[config.mk]
export PLATFORM = sky130hd
export DESIGN_NAME = dac_input_port_router
export DESIGN_NICKNAME = d
export VERILOG_FILES = /design/src/dacipr_pkg.sv /design/src/dac_input_port_router.sv
export SDC_FILE = /design/constraint.sdc
export NUM_CORES = 1
export LEC_CHECK = 0
export ABC_AREA = 1
export BUFFER_PORTS_ARGS = -buffer_cell sky130_fd_sc_hd__buf_2
export CAP_MARGIN = 20
export CORE_MARGIN = 3
export CORE_UTILIZATION = 39
export CTS_CLUSTER_SIZE = 20
export DETAILED_ROUTE_END_ITERATION = 6
export GPL_TIMING_DRIVEN = 0
export PLACE_DENSITY = 0.7
export SLEW_MARGIN = 20
export SYNTH_ARGS = -nofsm -noshare
export SYNTH_HDL_FRONTEND = slang
export SYNTH_SLANG_ARGS = --single-unit
[constraint.sdc]
create_clock -name core_clk -period 2.7 [get_ports core_clk]
set_input_delay 0.27 -clock core_clk [delete_from_list [all_inputs] [get_ports core_clk]]
set_output_delay 0.27 -clock core_clk [all_outputs]
set_load 0.01 [all_outputs]
[src/dacipr_pkg.sv]
// shared constants for the input port router
package dacipr_pkg;
   localparam int WORD_W = 16;
   localparam int PORTB_LOW_W = 14;
   localparam int Q_MSB_POS = 15;
   localparam int Q_BIT14_POS = 14;
   localparam logic [15:0] WORD_RESET = 16'h0000;
   // double-rate clock toggles every core edge: one toggle per channel word
   localparam int DCLK_HALF_PERIOD_CYCLES = 1;
endpackage

[src/dac_input_port_router.sv]
// input data port steering for the interpolating dac front end
//----------------------------------------------------------------
// Behaviour
// - two-port mode: every port A word goes to the I channel
// - single-port mode: port A words split into I and Q by select level
// - single-port: select differing from polarity sends word to I
// - single-port: select equal to polarity sends word to Q
// - two-port: select pin is latched as Q word bit 15
// - two-port: shared clock pin is input, latched as Q word bit 14
// - single-port: shared pin drives clock toggling every core edge, at half the word rate
//----------------------------------------------------------------
`timescale 1ns/1ps
`default_nettype none
module dac_input_port_router
   import dacipr_pkg::*;
(
   input wire logic core_clk,
   input wire logic arst_n,
   input wire logic single_port_sel,
   input wire logic iq_select_polarity,
   input wire logic [dacipr_pkg::WORD_W-1:0] port_a_data,
   input wire logic [dacipr_pkg::PORTB_LOW_W-1:0] port_b_data_low,
   input wire logic select_or_q_msb_pin,
   input wire logic double_rate_clk_or_q_bit14_pin_in,
   output logic double_rate_clk_or_q_bit14_pin_out,
   output logic double_rate_clk_or_q_bit14_pin_oe,
   output logic [dacipr_pkg::WORD_W-1:0] iChannelData,
   output logic iChannelValid,
   output logic [dacipr_pkg::WORD_W-1:0] qChannelData,
   output logic qChannelValid
);
   import dacipr_pkg::*;

   //----------------------------------------------------------------
   // reset release
   //----------------------------------------------------------------
   logic rstSync1;
   logic rstSync2;
   always_ff @(posedge core_clk or negedge arst_n) begin
      if (!arst_n) begin
         rstSync1 <= 1'b0;
         rstSync2 <= 1'b0;
      end else begin
         rstSync1 <= 1'b1;
         rstSync2 <= rstSync1;
      end
   end
   wire logic rst_n = rstSync2;

   //----------------------------------------------------------------
   // state
   //----------------------------------------------------------------
   typedef struct packed {
      logic [WORD_W-1:0] iData;
      logic iValid;
      logic [WORD_W-1:0] qData;
      logic qValid;
      logic clkOut;
      logic clkOe;
   } dacipr_state_s;

   dacipr_state_s st;
   dacipr_state_s next_st;

   //----------------------------------------------------------------
   // next state
   //----------------------------------------------------------------
   // data words hold between valid pulses so a slow consumer can
   // still read the last word; valids are single-cycle strobes
   always_comb begin
      next_st = st;
      next_st.iValid = 1'b0;
      next_st.qValid = 1'b0;
      // pin direction follows mode; output only in single-port mode
      next_st.clkOe = single_port_sel;
      // clock parked low in two-port mode so a later switch starts clean
      next_st.clkOut = single_port_sel ? ~st.clkOut : 1'b0;
      if (!single_port_sel) begin
         next_st.iData = port_a_data;
         next_st.iValid = 1'b1;
         // shared pins are plain inputs here and fill the two top q bits
         next_st.qData = {select_or_q_msb_pin,
                          double_rate_clk_or_q_bit14_pin_in,
                          port_b_data_low};
         next_st.qValid = 1'b1;
      end else if (select_or_q_msb_pin != iq_select_polarity) begin
         next_st.iData = port_a_data;
         next_st.iValid = 1'b1;
      end else begin
         next_st.qData = port_a_data;
         next_st.qValid = 1'b1;
      end
   end

   always_ff @(posedge core_clk or negedge rst_n) begin
      if (!rst_n) begin
         st <= '0;
      end else begin
         st <= next_st;
      end
   end

   //----------------------------------------------------------------
   // outputs
   //----------------------------------------------------------------
   // every output is a bare state bit, no logic after the flops
   assign iChannelData = st.iData;
   assign iChannelValid = st.iValid;
   assign qChannelData = st.qData;
   assign qChannelValid = st.qValid;
   assign double_rate_clk_or_q_bit14_pin_out = st.clkOut;
   assign double_rate_clk_or_q_bit14_pin_oe = st.clkOe;

   //----------------------------------------------------------------
   // checks
   //----------------------------------------------------------------
   a_two_port_i: assert property (@(posedge core_clk) disable iff (!rst_n)
      !single_port_sel |=> iChannelValid && iChannelData == $past(port_a_data))
      else $error("two-port word not routed to I");
   a_sp_split: assert property (@(posedge core_clk) disable iff (!rst_n)
      single_port_sel |=> iChannelValid != qChannelValid)
      else $error("single-port word not sent to exactly one channel");
   a_sp_to_i: assert property (@(posedge core_clk) disable iff (!rst_n)
      single_port_sel && select_or_q_msb_pin != iq_select_polarity
      |=> iChannelValid && iChannelData == $past(port_a_data))
      else $error("word should go to I");
   a_sp_to_q: assert property (@(posedge core_clk) disable iff (!rst_n)
      single_port_sel && select_or_q_msb_pin == iq_select_polarity
      |=> qChannelValid && qChannelData == $past(port_a_data))
      else $error("word should go to Q");
   a_q_msb: assert property (@(posedge core_clk) disable iff (!rst_n)
      !single_port_sel |=> qChannelData[Q_MSB_POS] == $past(select_or_q_msb_pin))
      else $error("Q msb not from select pin");
   a_q_bit14: assert property (@(posedge core_clk) disable iff (!rst_n)
      !single_port_sel |=> !double_rate_clk_or_q_bit14_pin_oe
      && qChannelData[Q_BIT14_POS] == $past(double_rate_clk_or_q_bit14_pin_in))
      else $error("Q bit 14 wrong or pin driven");
   a_dclk_toggle: assert property (@(posedge core_clk) disable iff (!rst_n)
      single_port_sel ##1 single_port_sel |=> double_rate_clk_or_q_bit14_pin_oe
      && double_rate_clk_or_q_bit14_pin_out != $past(double_rate_clk_or_q_bit14_pin_out))
      else $error("double-rate clock not toggling");
   a_q_low: assert property (@(posedge core_clk) disable iff (!rst_n)
      !single_port_sel |=> qChannelValid && qChannelData[PORTB_LOW_W-1:0] == $past(port_b_data_low))
      else $error("port B low bits not captured");

   //----------------------------------------------------------------
   // further checks on mode handling and reset
   //----------------------------------------------------------------
   // first edge after release must still show the reset image
   a_release_quiet: assert property (@(posedge core_clk) disable iff (!rst_n)
      $rose(rst_n) |-> !iChannelValid && !qChannelValid && !double_rate_clk_or_q_bit14_pin_oe)
      else $error("outputs active at first edge after reset");
   a_two_port_q: assert property (@(posedge core_clk) disable iff (!rst_n)
      !single_port_sel |=> qChannelValid && iChannelValid)
      else $error("two-port sample missing a channel strobe");
   a_two_port_pin: assert property (@(posedge core_clk) disable iff (!rst_n)
      !single_port_sel |=> !double_rate_clk_or_q_bit14_pin_out)
      else $error("shared clock pin not parked in two-port mode");
   a_sp_pin_oe: assert property (@(posedge core_clk) disable iff (!rst_n)
      single_port_sel |=> double_rate_clk_or_q_bit14_pin_oe)
      else $error("shared pin not driven in single-port mode");
   a_sp_i_hold: assert property (@(posedge core_clk) disable iff (!rst_n)
      single_port_sel && select_or_q_msb_pin == iq_select_polarity
      |=> !iChannelValid && $stable(iChannelData))
      else $error("I channel disturbed by a Q word");
   a_sp_q_hold: assert property (@(posedge core_clk) disable iff (!rst_n)
      single_port_sel && select_or_q_msb_pin != iq_select_polarity
      |=> !qChannelValid && $stable(qChannelData))
      else $error("Q channel disturbed by an I word");
   a_every_word: assert property (@(posedge core_clk) disable iff (!rst_n)
      rst_n |=> iChannelValid || qChannelValid)
      else $error("sampled word dropped");

   // per-bit view of the port B capture, so a single stuck bit is named
   for (genvar b = 0; b < PORTB_LOW_W; b++) begin : g_portb_bit
      a_portb_bit: assert property (@(posedge core_clk) disable iff (!rst_n)
         !single_port_sel |=> qChannelData[b] == $past(port_b_data_low[b]))
         else $error("port B bit not captured");
   end
endmodule
`default_nettype wire

After elaboration in Yosys (flattened, before gate mapping)

Index checks and enable logic that the tools add are counted.

Flip-flop bits (word level): 38
Logic and storage cells: 16

Equality and inequality tests: 3
Multiplexer cells: 4
Bitwise operators: 1

Operators by type and width:

| cell               | count |
|---|---|
| $mux 17            | 2 |
| $mux 34            | 1 |
| $ne 2x1->1 const B | 1 |
| $ne 2x2->1 const B | 1 |
| $mux 1             | 1 |
| $ne 1x1->1         | 1 |
| $not 1->1          | 1 |

Depth between registers and ports, before layout

Depth in word-level cells: 3
Depth in mapped cells: 7

Least setup slack after synthesis

Ideal clock, no wire load.

Path kind: input port to flip-flop
Start point: in single_port_sel
End point: reg st, in the netlist iChannelData[10]
Setup time: 0.117 ns
Arrival time: 0.854 ns
Required time: 2.583 ns
Setup slack: 1.729 ns
Stages: 5
Buffers on the path: 3
Cells stage by stage: buf_4 buf_4 buf_2 nand3_1 nand2_1

Word-level cells in the longest chain between the ends: 1

RTL lines:

| item                                                   | RTL line                    | source |
|---|---|---|
| start, declared                                        | dac_input_port_router.sv:19 | `input wire logic single_port_sel,` |
| $ne 2x1->1 (no source line) or $mux 34 (tied branches) | --                          |  |
| end signal, assigned                                   | dac_input_port_router.sv:99 | `st <= next_st;` |
| end, declared                                          | dac_input_port_router.sv:62 | `dacipr_state_s st;` |

Parallel ways exist; a longest one is shown, timed or not.
A chain may end at the register's enable or synchronous reset.

Worst setup path after layout

Start point: reg st, in the netlist iChannelData[10]
End point: out iChannelData[10] in the netlist's numbering

RTL lines:

| item          | RTL line                    | source |
|---|---|---|
| end, declared | dac_input_port_router.sv:27 | `output logic [dacipr_pkg::WORD_W-1:0] iChannelData,` |

No word-level cell between the ends.

==> qor.txt <==
NetSw: 365.1 µW
sequential share of power: 0.506
full die area: 5055 µm²
final setup fails: 0
r2r endpoint: qChannelData[9]$_DFFE_PN0P_
Worst Skew: 0.002888 ns
Syn Area/Cell: 8.934 µm²
CP startpoint kind: register
Longest Clk Path Bufs: 2
async set-reset flop share out of synthesis: 1.000
Synth area leaders: dfrtp_1 58%, nand3_1 14%, nand2_1 12%, nand4_1 6.1%, inv_1 2.5%
Top FF cell, synth: dfrtp_1
buffer and inverter count on the worst path: 1
nets: 301
Post-synth EDFFs: 0
Synth top area share: 0.5753
drc violations: 0
CTS Buf Count: 5
Highest Clock Rate: 0.8998 GHz
Worst Hold Path EP: double_rate_clk_or_q_bit14_pin_oe$_DFF_PN0_
Post-Syn Area: 1653 µm²
CP required: 2.43 ns
via count: 1549
Congestion Overflow GR: 0
Worst Hold Class: primary input to register
layout cells sized above 1: 0.3571
Ports: 72
worst skew pair latency: 0.29 ns
clock share of power: 0.309
vias in the first global route: 1489
Placer Congestion: 0.8257
sequential fraction of the synthesis area: 0.5753
clock sink count: 38
Slew Limit Fails: 0
Initial Util: 0.4073
final wirelength: 4285 µm
source of the critical timing path: iChannelData[10]$_DFFE_PN0P_
Final Hold Fails: 0
top post-synthesis cells by count: 52 x nand2_1, 45 x nand3_1, 38 x dfrtp_1
hold path depth: 1
max_cap viols: 0
crit path cell chain: buf_2
CP Capture Type: output port
htree depth: 2
hpwl dp: 3306 µm
PwrDens: 586.8 nW/µm²
chip width: 71.10 µm
combinational power share: 0.185
Pre-antenna DRT Iters: 4
Worst path slowest cell: dfrtp_1
Synth area leader: dfrtp_1
Worst-path clk slew: 0.07 ns
Tcrit/Tclk final: 0.4116
Internal: 928.6 µW
Leak: 0.001222 µW
per-cell routed wire length: 13.56 µm
Switching Fraction: 0.2822
Synth-to-Final Area Change: 33.38%
Crit path arrival time: 0.84 ns
register-to-register setup slack: 1.97 ns
post_cts resized: 0
Diodes inserted: 0
initial DRC count: 139
Synthesis Warnings: 0
antenna violations before repair: 0
status: complete, no violations
Yosys cell types: 13
CP delay by family, top: flip-flops
core area: 4058 µm²
number of post-CTS setup repair buffers: 0
Die Y: 71.10 µm
Pwr Total: 1294 µW
minimum clock period: 1.111 ns
setup TNS: 0 ns
largest net degree at the start of global routing: 20
DP Worst Slack: 1.516 ns
Clock Root Buffer: clkbuf_8
CTS tree: done
# port buffers: 71
cts hold-fix bufs: 1
Final Util: 0.5433
WP depth: 1
GRT Util Overall: 0.1827
Synth Instances: 185
slack of the critical path: 1.589 ns
Post-Synthesis Net Count: 221
first-pass GRT wire length: 7176 µm
worst-path maximum fanout: 2
slowest stage delay, CP: 0.40 ns
count of state elements after synthesis: 38
WS Path Type: register to output port
final antenna-violating net count: 0
Core Rows: 23
min-delay src: single_port_sel
Max IR drop VDD: 412.1 µV
reg-to-reg startpoint: qChannelData[9]$_DFFE_PN0P_
RSZ-0062 raised after global routing: no
Fillers: 403
count leader, synth: nand2_1
vias per cell: 4.902
worst r2r path cells: 4
-- per-layer routing --
layer,GRT usage,wire (µm)
met5,0,0
met4,0.04384,41
met3,0.04972,235
met2,0.3059,2163
met1,0.2366,1846
-- through the flow --
step / cell area, µm² / hold slack (ns) / instances
4_1_cts: 2205 / 0.08949 / 316
3_3_place_gp: 2071 / 0.05524 / 306
5_1_grt: 2205 / 0.09219 / 316
2_1_floorplan: 1653 / -0.02559 / 185
3_5_place_dp: 2100 / 0.05780 / 307
6_report: 2205 / 0.09760 / 316
-- power groups by stage --
stage               registers [µW]  clock network, µW  logic, µW
floorplan                      691                  0       98.3
global placement               668                  0        228
detailed placement             664                  0        241
CTS                            654                414        243
global route                   663                432        268
finish                         654                400        240
-- layout make-up --
type / count / area (µm²) / share of cell area
clock inverter: 2 / 12.51 / 0.005675
multi-input combinational: 123 / 583.1 / 0.2645
inverter: 11 / 41.29 / 0.01873
buffer: 13 / 77.57 / 0.03519
sequential: 38 / 952.2 / 0.4319
tap: 50 / 62.56 / 0.02838
clock buffer: 6 / 82.58 / 0.03746
timing repair buffer: 73 / 392.9 / 0.1782
-- registers in the layout, indices dropped and copies added (netlist names) --
register / flops
iChannelData: 16
qChannelData: 16
double_rate_clk_or_q_bit14_pin_oe: 1
double_rate_clk_or_q_bit14_pin_out: 1
iChannelValid: 1
qChannelValid: 1
rstSync1: 1
rstSync2: 1
-- logic make-up after synthesis --
family / Yosys count / share of synthesized area
buf+inv: 24 / 0.07191
flops: 38 / 0.5753
simple gates: 122 / 0.3505
other cells: 1 / 0.002269
-- cell usage in the layout, fill, tap and decap left out --
cell and count:
buf_16 1, buf_2 76, buf_4 4, buf_6 1, clkbuf_1 3, clkbuf_8 6
clkinv_2 1, clkinvlp_4 1, conb_1 1, dfrtp_1 37, dfrtp_2 1, dlygate4sd3_1 1
inv_1 11, nand2_1 52, nand2_2 1, nand2_4 3, nand3_1 45, nand4_1 16
nor2_1 5
-- how the worst max path moves through the flow --
stage,endpoint
CTS,iChannelData[10]
global route,iChannelData[10]
finish,iChannelData[10]
detailed placement,qChannelData[7]$_DFFE_PN0P_
global placement,qChannelData[9]$_DFFE_PN0P_
floorplan,double_rate_clk_or_q_bit14_pin_oe$_DFF_PN0_
(Power assumes the default switching activity.)
